File: src/hdl/ras_pkg.sv
`default_nettype none
package ras_pkg;
	// Storage shape: entries 1..31 hold return addresses, pointer zero is the empty state.
	localparam int RAS_ADDR_W = 21;
	localparam int RAS_PTR_W = 5;
	localparam int RAS_DEPTH = 31;
	localparam logic [4:0] RAS_PTR_RST = 5'h00;
	localparam logic [4:0] RAS_PTR_EMPTY = 5'h00;
	localparam logic [4:0] RAS_PTR_MAX = 5'h1f;
	localparam logic [20:0] RAS_PC_ZERO = 21'h000000;

	// Pointer register layout and reset values.
	localparam int RAS_FULL_BIT = 7;
	localparam int RAS_UNF_BIT = 6;
	localparam int RAS_PTR_LSB = 0;
	localparam logic RAS_FLAG_RST = 1'b0;
	localparam logic [7:0] RAS_RDATA_RST = 8'h00;

	// Byte lanes of a stored entry as seen through the top-of-stack registers.
	localparam int RAS_UPPER_LSB = 16;
	localparam int RAS_UPPER_W = 5;
	localparam int RAS_HIGH_LSB = 8;
	localparam int RAS_LOW_LSB = 0;

	// Register selector of the special-function register port.
	typedef enum logic [1:0] {
		RAS_SEL_POINTER = 2'b00,
		RAS_SEL_TOP_UPPER = 2'b01,
		RAS_SEL_TOP_HIGH = 2'b10,
		RAS_SEL_TOP_LOW = 2'b11
	} ras_sel_t;

	// Stack operations requested by the instruction sequencer.
	typedef enum logic [2:0] {
		RAS_OP_PUSH_INSTR = 3'b000,
		RAS_OP_CALL = 3'b001,
		RAS_OP_RELATIVE_CALL = 3'b010,
		RAS_OP_IRQ_ACK = 3'b011,
		RAS_OP_RETURN = 3'b100,
		RAS_OP_RETURN_WITH_LITERAL = 3'b101,
		RAS_OP_RETURN_FROM_INTERRUPT = 3'b110,
		RAS_OP_POP_INSTR = 3'b111
	} ras_op_t;
endpackage : ras_pkg
`default_nettype wire

File: src/hdl/ras_mem_if.sv
`timescale 1ns/1ps
`default_nettype none
interface ras_mem_if #(
	parameter int ADDR_W = 21
);
	// One asynchronous read port at the pointer and one synchronous write port.
	logic [4:0] rd_addr;
	logic [ADDR_W-1:0] rd_data;
	logic wr_en;
	logic [4:0] wr_addr;
	logic [ADDR_W-1:0] wr_data;

	modport ctrl (output rd_addr, input rd_data, output wr_en, output wr_addr, output wr_data);
	modport store (input rd_addr, output rd_data, input wr_en, input wr_addr, input wr_data);
endinterface : ras_mem_if
`default_nettype wire

File: src/hdl/ras_mem.sv
`timescale 1ns/1ps
`default_nettype none
module ras_mem #(
	parameter int DEPTH = 31,
	parameter int ADDR_W = 21
) (
	// Clock
	input wire logic sys_clk,
	// Storage port
	ras_mem_if.store mem
);
	import ras_pkg::*;

	logic [ADDR_W-1:0] entry_ff [1:DEPTH];

	// Entries are written on the clock; index zero has no storage and reads as zero.
	always_ff @(posedge sys_clk) begin
		if (mem.wr_en && (mem.wr_addr != RAS_PTR_EMPTY)) begin
			entry_ff[mem.wr_addr] <= mem.wr_data;
		end
	end

	// Read of the entry that the pointer selects.
	always_comb begin
		if (mem.rd_addr == RAS_PTR_EMPTY) begin
			mem.rd_data = '0;
		end else begin
			mem.rd_data = entry_ff[mem.rd_addr];
		end
	end
endmodule : ras_mem
`default_nettype wire

File: src/hdl/ras_top.sv
`timescale 1ns/1ps
`default_nettype none
// Functional notes
// Thirty-one entries of 21 bits, five-bit pointer.
// Every reset zeroes pointer; zero holds nothing.
// Push increments pointer, then stores PC.
// Return loads top into PC, then decrements.
// Push, calls and interrupt acknowledge push.
// Returns pop into PC, latches untouched.
// Top entry readable, writable as three bytes.
// Software reads and writes the pointer.
// Full flag after thirty-one pushes.
// Option off: hold at 31, ignore pushes.
// Option on: overflow sets full, resets, pointer zero.
// Pop at zero: PC zero, underflow set.
// Option on: underflow also resets device.
// Flags cleared only by software or power-on.
// Full bit 7, underflow 6, bit 5 zero.
// Pop instruction only decrements the pointer.
// Software masks interrupts during top access.
// Top registers read zero, ignore writes at zero.
module ras_top (
	// Clock and power-on reset
	input wire logic sys_clk,
	input wire logic rst,
	// Other resets and configuration
	input wire logic other_reset,
	input wire logic overflow_reset_enable,
	// Instruction sequencer
	input wire logic op_valid,
	input wire ras_pkg::ras_op_t op_kind,
	input wire logic [20:0] pc_in,
	output logic pc_load,
	output logic [20:0] pc_out,
	output logic stack_reset_req,
	// Special-function register port
	input wire ras_pkg::ras_sel_t reg_sel,
	input wire logic reg_wr,
	input wire logic reg_rd,
	input wire logic [7:0] reg_wdata,
	output logic [7:0] reg_rdata,
	// Status
	output logic [7:0] stack_pointer_status
);
	import ras_pkg::*;

	// Classifies a sequencer request as a push of the program counter.
	function automatic logic f_is_push(input ras_op_t k);
		return (k == RAS_OP_PUSH_INSTR) || (k == RAS_OP_CALL) ||
			(k == RAS_OP_RELATIVE_CALL) || (k == RAS_OP_IRQ_ACK);
	endfunction : f_is_push

	// Classifies a sequencer request as a return into the program counter.
	function automatic logic f_is_return(input ras_op_t k);
		return (k == RAS_OP_RETURN) || (k == RAS_OP_RETURN_WITH_LITERAL) ||
			(k == RAS_OP_RETURN_FROM_INTERRUPT);
	endfunction : f_is_return

	logic [4:0] ptr_ff;
	logic [4:0] nxt_ptr;
	logic full_ff;
	logic nxt_full;
	logic unf_ff;
	logic nxt_unf;
	logic [20:0] pc_out_ff;
	logic [20:0] nxt_pc_out;
	logic pc_load_ff;
	logic nxt_pc_load;
	logic rst_req_ff;
	logic nxt_rst_req;
	logic [7:0] rdata_ff;
	logic [7:0] nxt_rdata;
	logic do_push;
	logic do_return;
	logic do_pop;
	logic at_empty;
	logic at_max;
	logic [20:0] merged_top;
	logic [7:0] ptr_view;

	ras_mem_if #(.ADDR_W(RAS_ADDR_W)) mem ();

	ras_mem #(
		.DEPTH(RAS_DEPTH),
		.ADDR_W(RAS_ADDR_W)
	) u_mem (
		.sys_clk(sys_clk),
		.mem(mem)
	);

	// Request decode and pointer conditions.
	assign do_push = op_valid && f_is_push(op_kind);
	assign do_return = op_valid && f_is_return(op_kind);
	assign do_pop = op_valid && (op_kind == RAS_OP_POP_INSTR);
	assign at_empty = (ptr_ff == RAS_PTR_EMPTY);
	assign at_max = (ptr_ff == RAS_PTR_MAX);
	assign mem.rd_addr = ptr_ff;
	assign ptr_view = {full_ff, unf_ff, 1'b0, ptr_ff};

	// Top entry with one byte lane replaced by a software write.
	always_comb begin
		merged_top = mem.rd_data;
		unique case (reg_sel)
			RAS_SEL_TOP_UPPER: merged_top[RAS_UPPER_LSB +: RAS_UPPER_W] = reg_wdata[4:0];
			RAS_SEL_TOP_HIGH: merged_top[RAS_HIGH_LSB +: 8] = reg_wdata;
			RAS_SEL_TOP_LOW: merged_top[RAS_LOW_LSB +: 8] = reg_wdata;
			RAS_SEL_POINTER: merged_top = mem.rd_data;
		endcase
	end

	// Next state: software access first, then stack operations, then the other resets.
	always_comb begin
		nxt_ptr = ptr_ff;
		nxt_full = full_ff;
		nxt_unf = unf_ff;
		nxt_pc_out = pc_out_ff;
		nxt_pc_load = 1'b0;
		nxt_rst_req = 1'b0;
		mem.wr_en = 1'b0;
		mem.wr_addr = ptr_ff;
		mem.wr_data = merged_top;
		if (reg_wr) begin
			if (reg_sel == RAS_SEL_POINTER) begin
				nxt_ptr = reg_wdata[RAS_PTR_LSB +: RAS_PTR_W];
				// Flag bits can only be cleared by writing zero to them.
				if (!reg_wdata[RAS_FULL_BIT]) begin
					nxt_full = 1'b0;
				end
				if (!reg_wdata[RAS_UNF_BIT]) begin
					nxt_unf = 1'b0;
				end
			end else if (!at_empty) begin
				mem.wr_en = 1'b1;
			end
		end
		if (do_push) begin
			if (at_max) begin
				nxt_full = 1'b1;
				if (overflow_reset_enable) begin
					nxt_ptr = RAS_PTR_RST;
					nxt_rst_req = 1'b1;
				end else begin
					nxt_ptr = RAS_PTR_MAX;
				end
			end else begin
				nxt_ptr = ptr_ff + 5'h01;
				mem.wr_en = 1'b1;
				mem.wr_addr = ptr_ff + 5'h01;
				mem.wr_data = pc_in;
				if (ptr_ff == RAS_PTR_MAX - 5'h01) begin
					nxt_full = 1'b1;
				end
			end
		end else if (do_return) begin
			nxt_pc_load = 1'b1;
			if (at_empty) begin
				nxt_pc_out = RAS_PC_ZERO;
				nxt_unf = 1'b1;
				nxt_ptr = RAS_PTR_EMPTY;
				nxt_rst_req = overflow_reset_enable;
			end else begin
				nxt_pc_out = mem.rd_data;
				nxt_ptr = ptr_ff - 5'h01;
			end
		end else if (do_pop) begin
			if (at_empty) begin
				nxt_unf = 1'b1;
				nxt_ptr = RAS_PTR_EMPTY;
				nxt_rst_req = overflow_reset_enable;
			end else begin
				nxt_ptr = ptr_ff - 5'h01;
			end
		end
		// Any other reset zeroes the pointer but leaves both flags alone.
		if (other_reset) begin
			nxt_ptr = RAS_PTR_RST;
		end
	end

	// Register read data, captured from the state before this cycle's update.
	always_comb begin
		nxt_rdata = rdata_ff;
		if (reg_rd) begin
			unique case (reg_sel)
				RAS_SEL_POINTER: nxt_rdata = ptr_view;
				RAS_SEL_TOP_UPPER: nxt_rdata = {3'b000, mem.rd_data[RAS_UPPER_LSB +: RAS_UPPER_W]};
				RAS_SEL_TOP_HIGH: nxt_rdata = mem.rd_data[RAS_HIGH_LSB +: 8];
				RAS_SEL_TOP_LOW: nxt_rdata = mem.rd_data[RAS_LOW_LSB +: 8];
			endcase
		end
	end

	// State registers; power-on reset clears pointer and flags.
	always_ff @(posedge sys_clk or posedge rst) begin
		if (rst) begin
			ptr_ff <= RAS_PTR_RST;
			full_ff <= RAS_FLAG_RST;
			unf_ff <= RAS_FLAG_RST;
			pc_out_ff <= RAS_PC_ZERO;
			pc_load_ff <= 1'b0;
			rst_req_ff <= 1'b0;
			rdata_ff <= RAS_RDATA_RST;
		end else begin
			ptr_ff <= nxt_ptr;
			full_ff <= nxt_full;
			unf_ff <= nxt_unf;
			pc_out_ff <= nxt_pc_out;
			pc_load_ff <= nxt_pc_load;
			rst_req_ff <= nxt_rst_req;
			rdata_ff <= nxt_rdata;
		end
	end

	// Outputs come straight from flip-flops.
	assign pc_load = pc_load_ff;
	assign pc_out = pc_out_ff;
	assign stack_reset_req = rst_req_ff;
	assign reg_rdata = rdata_ff;
	assign stack_pointer_status = ptr_view;

	// A normal push stores the program counter where the new pointer points.
	property p_push_store;
		@(posedge sys_clk) disable iff (rst)
		(do_push && !at_max && !other_reset) |=>
			(ptr_ff == $past(ptr_ff) + 5'h01) && (mem.rd_data == $past(pc_in));
	endproperty
	a_push_store: assert property (p_push_store) else $error("push did not store pc");

	// A return reads the top entry into the pc and then steps down.
	property p_return_load;
		@(posedge sys_clk) disable iff (rst)
		(do_return && !at_empty && !other_reset) |=>
			pc_load && (pc_out == $past(mem.rd_data)) && (ptr_ff == $past(ptr_ff) - 5'h01);
	endproperty
	a_return_load: assert property (p_return_load) else $error("return load wrong");

	// The call, relative call and interrupt acknowledge requests move the pointer up from empty.
	property p_push_kinds;
		@(posedge sys_clk) disable iff (rst)
		(op_valid && (op_kind inside {RAS_OP_CALL, RAS_OP_RELATIVE_CALL, RAS_OP_IRQ_ACK})
			&& at_empty && !other_reset) |=> (ptr_ff == 5'h01) && !pc_load;
	endproperty
	a_push_kinds: assert property (p_push_kinds) else $error("push kind not pushed");

	// The pop instruction only discards the top entry.
	property p_pop_instr;
		@(posedge sys_clk) disable iff (rst)
		(do_pop && !at_empty && !other_reset) |=>
			(ptr_ff == $past(ptr_ff) - 5'h01) && !pc_load && !stack_reset_req;
	endproperty
	a_pop_instr: assert property (p_pop_instr) else $error("pop instruction wrong");

	// The thirty-first push sets the full flag.
	property p_full_set;
		@(posedge sys_clk) disable iff (rst)
		(do_push && (ptr_ff == 5'h1e) && !other_reset) |=> full_ff && (ptr_ff == 5'h1f);
	endproperty
	a_full_set: assert property (p_full_set) else $error("full flag not set");

	// Overflow with the option off holds the pointer at its top.
	property p_overflow_hold;
		@(posedge sys_clk) disable iff (rst)
		(do_push && at_max && !overflow_reset_enable && !other_reset) |=>
			(ptr_ff == 5'h1f) && full_ff && !stack_reset_req;
	endproperty
	a_overflow_hold: assert property (p_overflow_hold) else $error("overflow not held");

	// Overflow with the option on resets the stack and keeps the flag.
	property p_overflow_reset;
		@(posedge sys_clk) disable iff (rst)
		(do_push && at_max && overflow_reset_enable) |=>
			(ptr_ff == 5'h00) && full_ff && stack_reset_req ##1 !stack_reset_req;
	endproperty
	a_overflow_reset: assert property (p_overflow_reset) else $error("overflow reset wrong");

	// A return from an empty stack loads zero and flags underflow.
	property p_underflow;
		@(posedge sys_clk) disable iff (rst)
		(do_return && at_empty) |=> pc_load && (pc_out == 21'h000000) && unf_ff && at_empty;
	endproperty
	a_underflow: assert property (p_underflow) else $error("underflow wrong");

	// Underflow requests a reset exactly when the option is on.
	property p_underflow_reset;
		@(posedge sys_clk) disable iff (rst)
		((do_return || do_pop) && at_empty) |=> (stack_reset_req == $past(overflow_reset_enable));
	endproperty
	a_underflow_reset: assert property (p_underflow_reset) else $error("underflow reset wrong");

	// Other resets zero the pointer and keep both flags.
	property p_other_reset;
		@(posedge sys_clk) disable iff (rst)
		(other_reset && !op_valid && !reg_wr) |=>
			at_empty && (full_ff == $past(full_ff)) && (unf_ff == $past(unf_ff));
	endproperty
	a_other_reset: assert property (p_other_reset) else $error("other reset touched flags");

	// Pointer register read shows the flags and a zero bit 5.
	property p_ptr_read;
		@(posedge sys_clk) disable iff (rst)
		(reg_rd && (reg_sel == RAS_SEL_POINTER)) |=>
			(reg_rdata == {$past(full_ff), $past(unf_ff), 1'b0, $past(ptr_ff)});
	endproperty
	a_ptr_read: assert property (p_ptr_read) else $error("pointer read wrong");

	// Top-of-stack reads at the empty position return zero.
	property p_empty_top_read;
		@(posedge sys_clk) disable iff (rst)
		(reg_rd && (reg_sel != RAS_SEL_POINTER) && at_empty) |=> (reg_rdata == 8'h00);
	endproperty
	a_empty_top_read: assert property (p_empty_top_read) else $error("empty top not zero");
endmodule : ras_top
`default_nettype wire

File: config.mk
export PLATFORM = sky130hd
export DESIGN_NAME = ras_top
export DESIGN_NICKNAME = d
export VERILOG_FILES = /design/src/hdl/ras_pkg.sv /design/src/hdl/ras_mem_if.sv /design/src/hdl/ras_mem.sv /design/src/hdl/ras_top.sv
export SDC_FILE = /design/constraint.sdc
export NUM_CORES = 1
export LEC_CHECK = 0
export ABC_AREA = 1
export BUFFER_PORTS_ARGS = -buffer_cell sky130_fd_sc_hd__clkbuf_2
export CORE_MARGIN = 1
export CORE_UTILIZATION = 60
export DETAILED_ROUTE_END_ITERATION = 8
export PLACE_DENSITY_LB_ADDON = 0.08
export SYNTH_ARGS = -nofsm -noshare
export SYNTH_HDL_FRONTEND = slang
export SYNTH_SLANG_ARGS = --single-unit
File: constraint.sdc
create_clock -name sys_clk -period 7.6 [get_ports sys_clk]
set_clock_uncertainty 0.15 [all_clocks]
set_input_delay 0 -clock sys_clk [delete_from_list [all_inputs] [get_ports sys_clk]]
set_output_delay 0 -clock sys_clk [all_outputs]
set_load 0.02 [all_outputs]
==> metrics.md <==
| Metric | Value |
|---|---|
| Result of the run | `completed` |
| Initial antenna violation count | `0` |
| Total die area | `50500 um^2` |
| Fraction of the core area covered by cells at the end of the flow | `0.687` |
| Critical path data arrival time | `5210 ps` |
| Clock-pin transition on the worst setup and hold timing paths | `60 ps` |
| Routed via count divided by cell count | `5.64` |
| Setup crit start kind | `register` |
| DRC Markers | `0` |
| Kind of end point of the critical path | `register` |
| Prevailing post-synth register cell | `edfxtp_1` |
| RSZ-0062 raised after global routing | `no` |
| Power density over the cells | `269 nW/um^2` |
| Count of boundary I/O pins | `80` |
| Classification of the worst-slack hold path | `input port to register` |
| Yosys cell types | `31` |
| Slew of the pin with the lowest slew margin | `1430 ps` |
| Final GP Congestion | `0.944` |
| Layout fillers | `3670` |
| Fin Setup TNS | `0 ps` |
| Number of max-cap violations | `0` |
| Setup CP Type | `register to register` |
| Max rail drop VDD | `0.000234 V` |
| Period utilisation layout | `0.665` |
| Global-route congestion overflow total | `0` |
| Top cells by area, synth | `edfxtp_1 66%, nand2_1 13%, inv_1 4.1%` |
| Number of levels in the clock H-tree | `3` |
| Relative slew margins | `0.0491` |
| Syn Nets | `2968` |
| Maximum clock frequency | `198 MHz` |
| Synth warn | `0` |
| Detailed-routing iteration count for the pre-antenna-repair pass | `5` |
| Number of register bits inferred by synthesis | `689` |
| Layout Nets | `3069` |
| Maximum root-to-sink buffer count | `3` |
| Area of the mapped netlist | `29800 um^2` |
| Final ANT Viol Nets | `0` |
| Sequential element share of the synthesized area | `0.689` |
| Post-synth EDFFs | `651` |
| Insertion delay to the later sink of the worst-skew pair | `610 ps` |
| Fraction of registers with async set/reset | `0.0552` |
| Buffers on Ports | `78` |
| Ranking of synthesized cells by instance count | `1014 x nand2_1, 651 x edfxtp_1, 323 x inv_1` |
| Fraction of layout cells with a size suffix above 1 | `0.0956` |
| Final standard cell area without fillers | `33600 um^2` |
| Initial standard-cell utilization of the core | `0.608` |
| Post-synthesis cell type with the largest combined area | `edfxtp_1` |
| Number of rows created at floorplan | `81` |
| Total half-perimeter wirelength after legalization and detailed placement | `50.4 mm` |
| Maximum single-stage delay on the critical path | `760 ps` |
| Die width | `225 um` |
| Setup fix buffers added after clock tree synthesis | `0` |
| Most frequently used cell type in the post-synthesis netlist | `nand2_1` |
| Clock tree from TritonCTS | `built` |
| Per-instance average area after synthesis | `10.2 um^2` |
| Post-placement worst setup slack | `2590 ps` |
| Pins Over Slew Limit | `0` |
| Pin count of the biggest net entering global routing | `171` |
| WL per Instance | `22.5 um` |
| Top fanout value on the critical path | `94` |
| LEAKAGE | `13.9 nW` |
| Hold Violations, Final | `0` |
| Global-route wire length before repair | `125 mm` |
| Largest delay contributor family on the critical path | `buffers and inverters` |
| Overall fraction of global-route tracks in use | `0.339` |
| Vias | `21100` |
| Chip Height | `225 um` |
| Core box area | `49000 um^2` |
| Fin worst setup slack | `2540 ps` |
| WL final | `84.1 mm` |
| Critical path, cell by cell | `inv_8 > buf_4 > nand2_1 > nand3_1 > nand2_1 > nand2_1 > nand2_1 > o21ai_0 > nand2_1 > nand2_1 > a31oi_2 > buf_4` |
| CP max-delay cell | `buf_4` |
| Area fraction of the dominant cell type after synthesis | `0.657` |
| Synth-to-Final Area Change | `12.9%` |
| Placed Area | `30900 um^2` |
| Cell mode on critical path | `nand2_1` |
| Clock sink count | `689` |
| Starting DRC count in detailed routing | `2612` |
| Cts bufs inserted | `72` |
| Buffer and inverter count on the worst path | `3` |
| Final critical-path required period | `5060 ps` |
| Clock root buffer | `clkbuf_16` |
| Vias in the first global route | `19600` |
| Syn Inst Count | `2922` |
| Final Setup Violations | `0` |
| Required time of the worst setup path | `7750 ps` |
==> layout make-up <==
cell class | instances | area [um^2] | area share
Clock buffer | 90 | 1930 | 0.0575
Antenna cell | 2 | 5.00 | 0.000149
Tap cell | 664 | 831 | 0.0247
Clock inverter | 37 | 269 | 0.00800
Inverter | 333 | 1260 | 0.0376
Sequential cell | 689 | 20500 | 0.610
Multi-Input combinational cell | 1755 | 7560 | 0.225
Timing Repair Buffer | 172 | 1240 | 0.0368
==> where the power goes <==
part           internal (mW)  total [mW]  leakage, nW  switching [mW]
sequential              4.39        4.45         6.36          0.0608
combinational          0.289        1.27         6.49           0.977
clock                   1.91        3.34         1.07            1.43
==> routing by layer <==
metal  vias to the layer above  GRT usage  wire length (um)
li1                       9759          -                 -
met1                     10000      0.489             34800
met2                      1120      0.508             37700
met3                       186     0.0644              8000
met4                         0      0.146              3660
met5                         -          0                 0
==> tightest hold or removal path: stages <==
cell and delay, ps:
clkbuf_2 100, nor2_1 130, a31oi_2 60, buf_4 270
==> placed cells by master, fill, tap and decap left out, types with 17 or more instances in the layout <==
cell	count
nand2_1	1014
edfxtp_1	651
inv_1	323
nor2_1	239
o21ai_0	186
nand3_1	172
clkbuf_2	78
clkbuf_16	75
dlygate4sd3_1	46
buf_4	46
dfrtp_1	36
nor2_2	34
a31oi_1	19
clkinv_1	19
o22ai_1	18
a31oi_2	17
==> stage by stage <==
stage                     instances  hold slack, ps  total power [mW]
after floorplan                2922           -40.4              5.18
after global placement         3567           -15.9              5.72
after detailed placement       3567           -11.6              5.74
after CTS                      3740            8.60              9.04
after global routing           3740            29.2              9.28
final                          3742            39.2              9.05
==> logic make-up after synthesis <==
logic type,Yosys count,synth area share
compound gates,277,0.0500
xor+xnor,3,0.000883
fa+ha+maj,5,0.00210
buf+inv,478,0.0640
flops,689,0.689
other cells,1,0.000126
simple gates,1469,0.194
==> flip-flops by register name, indices dropped and copies added, names as in the netlist <==
name / flops
u_mem.entry_ff: 651
unf_ff: 1
reg_rdata: 8
pc_load: 1
full_ff: 1
mem.rd_addr: 5
pc_out: 21
stack_reset_req: 1
==> path summary, 6_finish.rpt <==
kind	start	endpoint	slack [ps]	cells after the start
worst min register to register	pc_out[16]	pc_out[16]	340	2
worst max register to register	mem.rd_addr[0]	u_mem.entry_ff[28][17]	2540	12
min in group asynchronous	rst	mem.rd_addr[0]	510	5
worst max-delay path	mem.rd_addr[0]	u_mem.entry_ff[28][17]	2540	12
max in group asynchronous	rst	mem.rd_addr[1]	6380	5
worst min-delay path	pc_in[0]	u_mem.entry_ff[22][0]	40	4
==> timing repair <==
item | CTS | global route
hold buffers | 46 | 0
hold endpoints to repair | 277 | 0
resized for setup | 0 | 0
No activity file was read; power rests on OpenSTA's default activity.
